**src/rtl/csb_defs.svh**
```systemverilog
// constants for the processor sideband control block
`ifndef CSB_DEFS_SVH
`define CSB_DEFS_SVH
`define CSB_SYNC_STAGES      2
`define CSB_VEC_W            32
`define CSB_RESET_VECTOR     32'hFFFF_FFF0
`define CSB_LOCK_SEQ_MAX     8'h04
`endif

```
**src/rtl/csb_pkg.sv**
```systemverilog
// types for the processor sideband control block
package csb_pkg;
    // core-side event request bundle
    typedef struct packed {
        logic fp_op_valid;
        logic fp_op_control;
        logic fp_error_set;
        logic native_fp_error_bit;
    } csb_fp_req_t;

    // synchronised pin levels
    typedef struct packed {
        logic ignore_fp_error_n;
        logic init_n;
        logic local_irq_pin_zero;
        logic local_irq_pin_one;
    } csb_pins_t;

    typedef enum logic [2:0] {
        CSB_IDLE = 3'b001,
        CSB_LOCK = 3'b010,
        CSB_INIT = 3'b100
    } csb_state_t;
endpackage

```
**src/rtl/csb_sync.sv**
```systemverilog
// two-flop synchroniser for a group of asynchronous pins
`timescale 1ns/1ns
`include "csb_defs.svh"
module csb_sync #(
    parameter int               WIDTH     = 4,
    parameter logic [WIDTH-1:0] RESET_VAL = '1
) (
    // clock and reset
    input  wire logic             i_clk_sys,
    input  wire logic             i_rst_n,
    input  wire logic             i_ce,
    // pins
    input  wire logic [WIDTH-1:0] i_async,
    output logic      [WIDTH-1:0] o_sync
);
    typedef struct packed {
        logic [WIDTH-1:0] meta;
        logic [WIDTH-1:0] sync;
    } csb_sync_st_t;

    csb_sync_st_t st;
    csb_sync_st_t next_st;

    // the first stage feeds only the second stage
    always_comb begin
        next_st = st;
        if (i_ce) begin
            next_st.meta = i_async;
            next_st.sync = st.meta;
        end
    end

    // reset to the pins' idle level so that no false event follows reset
    always_ff @(posedge i_clk_sys or negedge i_rst_n) begin
        if (!i_rst_n) begin
            st <= {RESET_VAL, RESET_VAL};
        end else begin
            st <= next_st;
        end
    end

    assign o_sync = st.sync;
endmodule

```
**src/rtl/csb_top.sv**
```systemverilog
// processor sideband control: numeric-error gating, soft init, local irq fallback, bus lock
// Operation
// [RULE1] with ignore input asserted, pending fp error is ignored, no exception
// [RULE2] with ignore input deasserted, pending error raises exception on noncontrol fp op
// [RULE3] native error bit set makes the ignore input have no effect
// [RULE4] system holds ignore input valid by target ready of the io write
// [RULE5] soft init resets integer state, keeps caches and fp registers
// [RULE6] after soft init, fetch restarts at the configured reset vector
// [RULE7] snoop requests are serviced throughout soft init assertion
// [RULE8] controller disabled: pin zero is maskable irq, pin one is nmi
// [RULE9] local interrupt controller is enabled after reset
// [RULE10] bus lock asserted from first transaction start to last transaction end
// [RULE11] priority agent waits for lock deasserted before taking the bus
// [RULE12] bus ownership kept for the whole locked operation
// [RULE13] asynchronous inputs pass two flip-flops before use
`timescale 1ns/1ns
`include "csb_defs.svh"
module csb_top
    import csb_pkg::*;
#(
    parameter logic [`CSB_VEC_W-1:0] RESET_VECTOR = `CSB_RESET_VECTOR
) (
    // clock, reset, enable
    input  wire logic                  i_clk_sys,
    input  wire logic                  i_rst_n,
    input  wire logic                  i_ce,
    // asynchronous pins
    input  wire logic                  i_ignore_fp_error_n,
    input  wire logic                  i_init_n,
    input  wire logic [1:0]            i_local_irq_pins,
    // core-side floating-point events
    input  wire csb_fp_req_t           i_fp,
    // core-side configuration
    input  wire logic                  i_lapic_disable,
    input  wire logic                  i_lapic_enable,
    // core-side bus sequencing
    input  wire logic                  i_lock_seq_start,
    input  wire logic                  i_lock_seq_end,
    input  wire logic                  i_snoop_req,
    // exception and init outputs
    output logic                       o_fp_exception,
    output logic                       o_fp_error_pending,
    output logic                       o_int_reg_reset,
    output logic                       o_fetch_restart,
    output logic [`CSB_VEC_W-1:0]      o_fetch_vector,
    output logic                       o_snoop_ack,
    // interrupt outputs
    output logic                       o_lapic_enabled,
    output logic                       o_maskable_irq,
    output logic                       o_nmi,
    output logic [1:0]                 o_lapic_lint,
    // bus lock
    output logic                       o_bus_lock_n,
    output logic                       o_bus_lock_oe,
    output logic                       o_bus_own_hold
);
    typedef struct packed {
        csb_state_t            state;
        logic                  err_pending;
        logic                  fp_exc;
        logic                  int_reset;
        logic                  restart;
        logic [`CSB_VEC_W-1:0] vector;
        logic                  snoop_ack;
        logic                  lapic_en;
        logic                  maskable_irq;
        logic                  nmi;
        logic [1:0]            lint;
        logic                  lock_n;
        logic                  lock_oe;
        logic                  own_hold;
    } csb_st_t;

    csb_st_t   st;
    csb_st_t   next_st;
    csb_pins_t pins;
    logic      rst_int_n;
    logic      ignore_active;
    logic      init_active;
    logic [3:0] sync_in;
    logic [3:0] sync_out;

    // reset release: separate small process because the reset itself is its source
    logic [1:0] rst_ff;
    always_ff @(posedge i_clk_sys or negedge i_rst_n) begin
        if (!i_rst_n) begin
            rst_ff <= 2'h0;
        end else begin
            rst_ff <= {rst_ff[0], 1'b1};
        end
    end
    assign rst_int_n = rst_ff[1];

    assign sync_in = {i_ignore_fp_error_n, i_init_n, ~i_local_irq_pins[0], ~i_local_irq_pins[1]};

    csb_sync #(
        .WIDTH     (4),
        .RESET_VAL (4'hF)
    ) u_sync (
        .i_clk_sys   (i_clk_sys),
        .i_rst_n     (rst_int_n),
        .i_ce        (i_ce),
        .i_async     (sync_in), // RULE13
        .o_sync      (sync_out)
    );

    always_comb begin
        pins.ignore_fp_error_n  = sync_out[3];
        pins.init_n             = sync_out[2];
        pins.local_irq_pin_zero = ~sync_out[1];
        pins.local_irq_pin_one  = ~sync_out[0];
    end

    // native mode bit overrides the pin completely
    assign ignore_active = !pins.ignore_fp_error_n && !i_fp.native_fp_error_bit; // RULE3
    assign init_active   = !pins.init_n;

    always_comb begin
        next_st           = st;
        next_st.fp_exc    = 1'b0;
        next_st.restart   = 1'b0;
        // snoops are answered in every state, soft init included
        next_st.snoop_ack = i_snoop_req; // RULE7
        if (i_fp.fp_error_set) begin
            next_st.err_pending = 1'b1;
        end
        if (i_fp.fp_op_valid && !i_fp.fp_op_control && st.err_pending) begin
            // ignored: error stays pending, execution continues
            if (!ignore_active) begin // RULE1
                next_st.fp_exc      = 1'b1; // RULE2
                next_st.err_pending = i_fp.fp_error_set;
            end
        end
        if (i_lapic_disable) begin
            next_st.lapic_en = 1'b0;
        end else if (i_lapic_enable) begin
            next_st.lapic_en = 1'b1;
        end
        if (st.lapic_en) begin
            next_st.lint         = {pins.local_irq_pin_one, pins.local_irq_pin_zero};
            next_st.maskable_irq = 1'b0;
            next_st.nmi          = 1'b0;
        end else begin
            next_st.lint         = 2'h0;
            next_st.maskable_irq = pins.local_irq_pin_zero; // RULE8
            next_st.nmi          = pins.local_irq_pin_one; // RULE8
        end
        unique case (st.state)
            CSB_IDLE: begin
                next_st.own_hold = 1'b0;
                if (init_active) begin
                    next_st.state     = CSB_INIT;
                    next_st.int_reset = 1'b1; // RULE5
                end else if (i_lock_seq_start) begin
                    next_st.state    = CSB_LOCK;
                    next_st.lock_n   = 1'b0; // RULE10
                    next_st.lock_oe  = 1'b1;
                    next_st.own_hold = 1'b1; // RULE12
                end
            end
            CSB_LOCK: begin
                // a soft init waits for the lock to finish so atomicity is never broken
                if (i_lock_seq_end) begin
                    next_st.state    = CSB_IDLE;
                    next_st.lock_n   = 1'b1; // RULE10
                    next_st.lock_oe  = 1'b0;
                    next_st.own_hold = 1'b0;
                end
            end
            CSB_INIT: begin
                if (!init_active) begin
                    next_st.state     = CSB_IDLE;
                    next_st.int_reset = 1'b0;
                    next_st.restart   = 1'b1; // RULE6
                    next_st.vector    = RESET_VECTOR; // RULE6
                end
            end
        endcase
        if (!i_ce) begin
            next_st = st;
        end
    end

    always_ff @(posedge i_clk_sys or negedge rst_int_n) begin
        if (!rst_int_n) begin
            st              <= '0;
            st.state        <= CSB_IDLE;
            st.lapic_en     <= 1'b1; // RULE9
            st.lock_n       <= 1'b1;
            st.vector       <= RESET_VECTOR;
        end else begin
            st <= next_st;
        end
    end

    assign o_fp_exception     = st.fp_exc;
    assign o_fp_error_pending = st.err_pending;
    assign o_int_reg_reset    = st.int_reset;
    assign o_fetch_restart    = st.restart;
    assign o_fetch_vector     = st.vector;
    assign o_snoop_ack        = st.snoop_ack;
    assign o_lapic_enabled    = st.lapic_en;
    assign o_maskable_irq     = st.maskable_irq;
    assign o_nmi              = st.nmi;
    assign o_lapic_lint       = st.lint;
    assign o_bus_lock_n       = st.lock_n;
    assign o_bus_lock_oe      = st.lock_oe;
    assign o_bus_own_hold     = st.own_hold;
endmodule

```
**config.mk**
```make
export PLATFORM = sky130hd
export DESIGN_NAME = csb_top
export DESIGN_NICKNAME = d
export VERILOG_FILES = /design/src/rtl/csb_pkg.sv /design/src/rtl/csb_sync.sv /design/src/rtl/csb_top.sv
export VERILOG_INCLUDE_DIRS = /design/src /design/src/rtl
export SDC_FILE = /design/constraint.sdc
export NUM_CORES = 1
export LEC_CHECK = 0
export BUFFER_PORTS_ARGS = -buffer_cell sky130_fd_sc_hd__buf_4
export CAP_MARGIN = 30
export CORE_MARGIN = 1
export CORE_UTILIZATION = 47
export CTS_CLUSTER_SIZE = 8
export DETAILED_ROUTE_END_ITERATION = 8
export PLACE_DENSITY = 0.79
export SYNTH_ARGS = -nofsm -noshare
export SYNTH_HDL_FRONTEND = slang
export SYNTH_SLANG_ARGS = --single-unit
```
**constraint.sdc**
```tcl
create_clock -name i_clk_sys -period 1 [get_ports i_clk_sys]
set_clock_uncertainty 0.15 [all_clocks]
set_input_delay 0.15 -clock i_clk_sys [delete_from_list [all_inputs] [get_ports i_clk_sys]]
set_output_delay 0.15 -clock i_clk_sys [all_outputs]
set_load 0.05 [all_outputs]
```
Word-level counts from Yosys, hierarchy flattened
Index checks and enable logic that the tools add are counted.
{"block": "op_classes", "mux": 19, "n_eq_ne": 9, "n_bitwise": 4, "reduce_logical": 14}
{"operator": "34-bit 2-to-1 mux", "count": 1}
{"operator": "33-bit 2-to-1 mux", "count": 1}
{"operator": "3-bit 2-to-1 mux", "count": 7}
{"operator": "3-bit case mux with 3 select lines", "count": 1}
{"operator": "4-bit AND reduction", "count": 2}
{"operator": "2-bit inequality test (second input constant)", "count": 3}
{"operator": "3-bit case mux with 2 select lines", "count": 1}
{"operator": "2-bit nonzero test", "count": 3}
{"operator": "5-bit AND reduction", "count": 1}
{"operator": "1-bit 2-to-1 mux", "count": 4}
{"operator": "2-bit 2-to-1 mux", "count": 2}
{"operator": "4-bit 2-to-1 mux", "count": 1}
{"operator": "2-bit by 1-bit inequality test with 1-bit output (second input constant)", "count": 2}
{"operator": "1-bit inverter", "count": 4}
{"operator": "3-bit by 1-bit equality test with 1-bit output (second input constant)", "count": 1}
{"operator": "3-bit by 2-bit equality test with 1-bit output (second input constant)", "count": 1}
{"operator": "3-bit equality test (second input constant)", "count": 1}
{"operator": "1-bit logical AND", "count": 3}
{"operator": "1-bit zero test", "count": 3}
{"operator": "3-bit inequality test (second input constant)", "count": 1}
{"operator": "3-bit AND reduction", "count": 1}
{"operator": "1-bit case mux with 2 select lines", "count": 1}
{"operator": "2-bit AND reduction", "count": 1}
{"block": "totals", "out_inout_bits": 45, "word_cells": 62, "ff_bits": 26, "in_bits": 16}

Depth between registers and ports, before layout
Gate-level depths: netlist of run 1.
{"block": "depth", "ltp_word": 4, "depth_mapped": 4, "ltp_nobuf": 3}

Modules after synthesis
From an unflattened synthesis of run 1, not the netlist that was laid out.
{"block": "unflattened", "hier_cells": 125, "hier_area_um2": 1436.4}
{"mod": "csb_top", "area_each_um2": 1064.8, "seq_area_each_um2": 454.2, "cells_each": 104, "n_inst": 1}
{"mod": "csb_sync", "area_each_um2": 371.6, "seq_area_each_um2": 210.2, "cells_each": 21, "n_inst": 1}

Least setup slack after synthesis of run 1
No wires, ideal clock.
{"block": "synth_timing", "path_kind": "reg2reg", "startpoint": "register st[45] (netlist name)", "endpoint": "register st, in the netlist o_bus_lock_oe", "setup_time_ps": 128, "n_path_buf": 1, "t_arrival_ps": 1342, "required_time_ps": 722, "setup_slack_ps": -619, "path_stages_with_launch": 5, "synth_period_minus_slack_ps": 1619, "path_cell_list": "dfstp_2 > buf_2 > nand3b_1 > a211oi_2 > mux2_1"}
{"block": "synth_via", "elab_chain_len": 3, "elab_cells_between_ends": 8, "classes_between": "eq/ne: 5; mux: 1; reduce/logical: 2"}
{"element": "start: declaration", "line_no": "csb_top.sv:74", "rtl": "csb_st_t st;"}
{"element": "start signal: assignment", "line_no": "csb_top.sv:192", "rtl": "st <= next_st;"}
{"element": "3-bit by 1-bit equality test with 1-bit output / 3-bit by 2-bit equality test with 1-bit output (equally long branches)", "line_no": "csb_top.sv:148", "rtl": "unique case (st.state)"}
{"element": "2-bit by 1-bit inequality test with 1-bit output (no source line), or another cell as far along"}
{"element": "5-bit AND reduction (no source line)"}
Several ways; a longest one is shown, not always the timed one.
A chain may end at the register's enable or synchronous reset.

Worst setup path after layout of run 1
Same ends and word-level chain as after synthesis.

==> flow_summary.ini, run 1 <==
[placed_design]
dpl-instance-area_um2 = 1670
post-dp-hpwl_um = 1970
place_congestion = 0.782
placed_cells = 202
io_buffers = 28

[route]
drt-total-wl_um = 3510
wl_per_cell_um = 15.3
drc = 0
num_vias = 1107
ant_nets = 0
firstDrtPassIters = 4
avgViaCountPerCell = 4.81
drtIter0Drc = 10

[run_status]
violations = negative setup slack
status = complete, but fails checks

[global_routing]
grt_pass1_wl_um = 5260
overflow = 0
grt_max_degree = 25
grt_pass1_vias = 1136
grt_use_total_pct = 22.0
grt_antenna_before_repair = 0

[die]
fp.dieH_um = 56.6
fp-row-count = 19
die_w_um = 56.6
core_um2 = 2780
ios = 61
die_area_um2 = 3200
start_util_pct = 50.3

[yosys]
synth_compound_area_share_pct = 12.1
syn_area_um2 = 1400
avgSynthCellArea_um2 = 10.7
synth-xor-area-share_pct = 0
yosys.area_share.adder_pct = 0
synth_edf_count = 0
synth_top_family_by_area = buffers and inverters
synthMuxAreaShare_pct = 8.67
ys_warn_count = 0
synth-async-reset-ratio_pct = 100
synth-main-ff-cell = dfrtp_1
yosys.area_share.simple_pct = 8.76
ys_seq_elements = 26
syn_inst = 131
seq_area_frac_synth_pct = 47.5
post_synth_num_cell_types = 33

[critical_path]
critPathTopFamily = flip-flops
max_stage_delay_ns = 0.59
cp_max_fo = 5
critPathRequiredTime_ns = 1.09
critPathSlowestCell = dfstp_2
startpoint_type = register
crit_type = reg -> reg
cp_num_buf_inv = 0
worstPathArrival_ns = 1.65
crit_chain = nand3b_1, a211oi_2, mux2_1
endpoint_kind = register

[sta]
slew_violations = 0
hold_slack_ns = 0.0303
timing.final.crit_period_ns = 1.56
fmax_ghz = 0.642
setup_viol = 30
finalHoldViolCount = 0
finalCritPeriodShare_pct = 156
worst_slack_ns = -0.558
rsz0062_at_grt = yes

[cells_and_area]
area_delta_synth_final_pct = 51.1
layout-drive-gt1-share_pct = 54.3
stdcell_count = 230
nets = 216
layout_commonest_cell = buf_4
fillers = 167
final_cell_mix = buf_4, conb_1, buf_6
diodes = 0
stdcell_area_um2 = 2120

[pwr]
p_clk_share_pct = 16.1
p_comb_share_pct = 50.9
power_switching_w = 0.00185
seqPwrFrac_pct = 33.0
ir_drop_uv = 1660
p_per_area_nw_per_um2 = 2190
intPower_w = 0.00279
leakage_nw = 1.05
swShare_pct = 39.8

[clock_network]
clock_path_buffers = 2
cts-root-buf = clkbuf_4
h-tree-depth = 1
cts_tree = yes
cts_buffers = 3
clock_latency_ns = 0.34
cts_sinks = 26
clk_pin_slew_worst_paths_ns = 0.16

[run]
maxCapViolations = 0

[worst_hold_path]
hp-class = in -> reg
registers in the layout (all words and copies together) (netlist names), 2 cells and up:
signal,flops
o_lapic_lint,2
u_sync.o_sync,4
u_sync.st,4
rst_ff,2
st,3
cell families (layout without fill, tap and decap cells):
| kind of cell | after synthesis | after routing |
|---|---|---|
| buffers and inverters | 49 | 86 |
| AOI/OAI and AO/OA | 26 | 26 |
| muxes | 11 | 11 |
| and+or+nand+nor | 17 | 17 |
| other | 2 | 33 |
| DFF | 26 | 26 |
through the flow:
step / power (W) / setup TNS [ns] / setup slack (ns) / util [%]
detailed placement: 0.00329 / -4.52 / -0.508 / 60.0
CTS: 0.00445 / -7.97 / -0.505 / 73.2
global placement: 0.00321 / -3.87 / -0.467 / 60.0
floorplan: 0.00282 / -3.40 / -0.543 / -
global route: 0.00481 / -9.35 / -0.632 / 76.1
finish: 0.00464 / -8.38 / -0.558 / 76.1
final cells by class:
| class | count | area, um^2 | share of cell area, % |
|---|---|---|---|
| multi-input cells | 87 | 632 | 29.9 |
| clock buffers | 3 | 22.5 | 1.06 |
| well taps | 31 | 38.8 | 1.83 |
| repair buffers | 72 | 679 | 32.1 |
| inverters | 10 | 40.0 | 1.89 |
| clock inverters | 1 | 30.0 | 1.42 |
| flip-flops and latches | 26 | 673 | 31.8 |
worst min-delay path, cell delays in order:
cell and delay, ns:
buf_4 0.13, nand3b_4 0.08, buf_4 0.11, o22ai_1 0.07
power by group through the flow:
stage               combinational, W  sequential (W)  clock, W
global route                 0.00246         0.00156  0.000789
floorplan                   0.000950         0.00187         0
finish                       0.00236         0.00153  0.000747
detailed placement           0.00177         0.00151         0
global placement             0.00172         0.00149         0
CTS                          0.00219         0.00152  0.000740
cells in the mapped netlist (3+ instances only):
cell type	instances	share of area [%]
nor2_1	3	0.80
a21oi_1	8	2.9
inv_1	10	2.7
buf_4	34	18
o21ai_0	4	1.4
nand2b_1	3	1.3
nand2_1	3	0.80
dfstp_2	11	21
mux2_2	8	6.4
buf_2	3	1.1
dfrtp_1	15	27
worst paths after layout:
check                               start              to  slack, ns  cells after the start
setup / recovery                   st[45]   o_bus_lock_oe      -0.56                      3
min in group asynchronous       rst_ff[1]  o_fp_exception       0.07                      1
setup reg to reg                   st[45]   o_bus_lock_oe      -0.56                      3
hold reg to reg                 rst_ff[1]  o_fp_exception       0.07                      1
max in group asynchronous         i_rst_n       rst_ff[1]       0.09                      3
hold / removal             i_lock_seq_end    o_bus_lock_n       0.03                      4
repair_timing:
item | 4_1_cts | 5_1_grt
endpoints found under the setup margin | 29 | 32
hold buffers | 11 | 1
pin swaps | 8 | 4
hold endpoints to repair | 11 | 1
gates resized for setup | 40 | 10
setup buffers | 8 | 4
per-layer routing:
metal	track usage, %	routed length [um]	up-vias	share of wire [%]
met3	3.69	202	6	5.8
li1	-	-	506	-
met1	24.3	1330	537	38
met4	8.71	64	0	1.8
met5	0	0	-	0
met2	41.3	1910	58	54
Power figures use the tool's default switching activity.
==> run 2, diff against run 1 <==
--- a/config.mk
+++ b/config.mk
@@ -13,6 +13,7 @@
 export CTS_CLUSTER_SIZE = 8
 export DETAILED_ROUTE_END_ITERATION = 8
 export PLACE_DENSITY = 0.79
+export SKIP_CTS_REPAIR_TIMING = 1
 export SYNTH_ARGS = -nofsm -noshare
 export SYNTH_HDL_FRONTEND = slang
 export SYNTH_SLANG_ARGS = --single-unit
==> run 2 against run 1 <==
  * The flow finishes with violations (negative hold slack, negative setup slack)
  * Final area shrank 4.1%
  * Sequential share of layout area grew 1.4 points
  * Clock-buffer cell count is the same
  * Combinational power shrank 8.5%
  * Final cell count shrank 3.0%
  * Via count shrank 1.4%
  * Highest routed layer unchanged
  * Non-clock buffer count shrank 7
  * Clock power grew 0.5%
  * Maximum frequency grew 1.8%
==> flow_summary.ini, run 2 (synthesis results as in run 1) <==
[die]
core_um2 = 2780
die_area_um2 = 3200
ios = 61
die_w_um = 56.6
fp.dieH_um = 56.6
start_util_pct = 50.3
fp-row-count = 19

[critical_path]
cp_max_fo = 6
ff2ff_setup_slack_ns = -0.53
crit_type = reg -> reg
worstPathArrival_ns = 1.62
endpoint_kind = register
critPathRequiredTime_ns = 1.09
startpoint_type = register

[pwr]
p_per_area_nw_per_um2 = 2190
intPower_w = 0.00267
ir_drop_uv = 1690
seqPwrFrac_pct = 34.5
p_clk_share_pct = 16.9
swShare_pct = 40.0
p_comb_share_pct = 48.6
leakage_nw = 1.00
power_switching_w = 0.00178

[route]
num_vias = 1092
wl_per_cell_um = 15.0
avgViaCountPerCell = 4.90
drc = 0
ant_nets = 0
firstDrtPassIters = 4
drt-total-wl_um = 3330
drtIter0Drc = 23

[clock_network]
cts_tree = yes
clk_pin_slew_worst_paths_ns = 0.16
clock_latency_ns = 0.33
h-tree-depth = 1
cts-root-buf = clkbuf_4
clock_path_buffers = 2
cts_sinks = 26
cts_buffers = 3

[sta]
setup_viol = 31
finalCritPeriodShare_pct = 153
finalHoldViolCount = 1
hold_slack_ns = -0.0413
slew_violations = 0
timing.final.crit_period_ns = 1.53
fmax_ghz = 0.654
finalSetupTns_ns = -8.27
worst_slack_ns = -0.529
rsz0062_at_grt = yes

[global_routing]
overflow = 0
grt_max_degree = 25
grt_use_total_pct = 16.9
grt_pass1_vias = 983
grt_pass1_wl_um = 4220
grt_antenna_before_repair = 0

[cells_and_area]
final_cell_mix = conb_1, buf_4, buf_6
final_util_pct = 72.9
diodes = 0
stdcell_area_um2 = 2030
layout-drive-gt1-share_pct = 51.0
area_delta_synth_final_pct = 44.9
nets = 209

[placed_design]
io_buffers = 28
post-dp-hpwl_um = 1970
place_congestion = 0.782
dpl-instance-area_um2 = 1670

[run_status]
status = complete, but fails checks
violations = negative hold slack, negative setup slack

[worst_hold_path]
hp-class = in -> reg

[run]
maxCapViolations = 0
==> run 2: cell types whose count changed in the layout (fill, tap and decap cells not counted), moves of 2 or more <==
cell     before  now
buf_4        37   33
buf_6        19   17
a21oi_1       4    7
a21oi_2       4    1
==> run 2: critical path, cell delays in order, from the launching register on <==
cell	delay, ns
dfstp_2	0.61
nor3b_2	0.25
a211oi_2	0.09
buf_4	0.14
a22o_1	0.20
==> run 2: worst paths after layout <==
path | cells after the start | to | start
min | 3 | u_sync.o_sync[2] | i_ce
max in group asynchronous | 3 | rst_ff[0] | i_rst_n
min in group asynchronous | 1 | o_snoop_ack | rst_ff[1]
max reg2reg | 4 | o_bus_own_hold | st[45]
min reg2reg | 1 | o_snoop_ack | rst_ff[1]
max | 4 | o_bus_own_hold | st[45]
==> run 2: layer usage <==
metal	global-route usage, %	share of wire (%)	vias up
met1	20.4	35	531
met5	0	0	-
met4	6.27	1.7	0
met3	2.76	5.9	6
met2	30.1	57	61
li1	-	-	494
==> run 2: power by group through the flow <==
stage / clock [W] / combinational [W] / sequential, W
final: 0.000751 / 0.00216 / 0.00153
after CTS: 0.000740 / 0.00179 / 0.00149
after detailed placement: 0 / 0.00177 / 0.00151
after global placement: 0 / 0.00172 / 0.00149
after global routing: 0.000788 / 0.00226 / 0.00156
after floorplan: 0 / 0.000950 / 0.00187
==> run 2: metrics by stage <==
stage	cells	worst slack [ns]	power, W
finish	223	-0.529	0.00445
global route	223	-0.597	0.00460
CTS	206	-0.526	0.00402
detailed placement	202	-0.508	0.00329
global placement	202	-0.467	0.00321
floorplan	162	-0.543	0.00282
==> run 2: layout make-up <==
| type | instances | area (um^2) |
|---|---|---|
| Multi-Input combinational cell | 87 | 609 |
| Tap cell | 31 | 38.8 |
| Clock inverter | 1 | 30.0 |
| Fill cell | 173 | 753 |
| Clock buffer | 3 | 22.5 |
| Timing Repair Buffer | 65 | 614 |
| Sequential cell | 26 | 673 |
| Inverter | 10 | 40.0 |
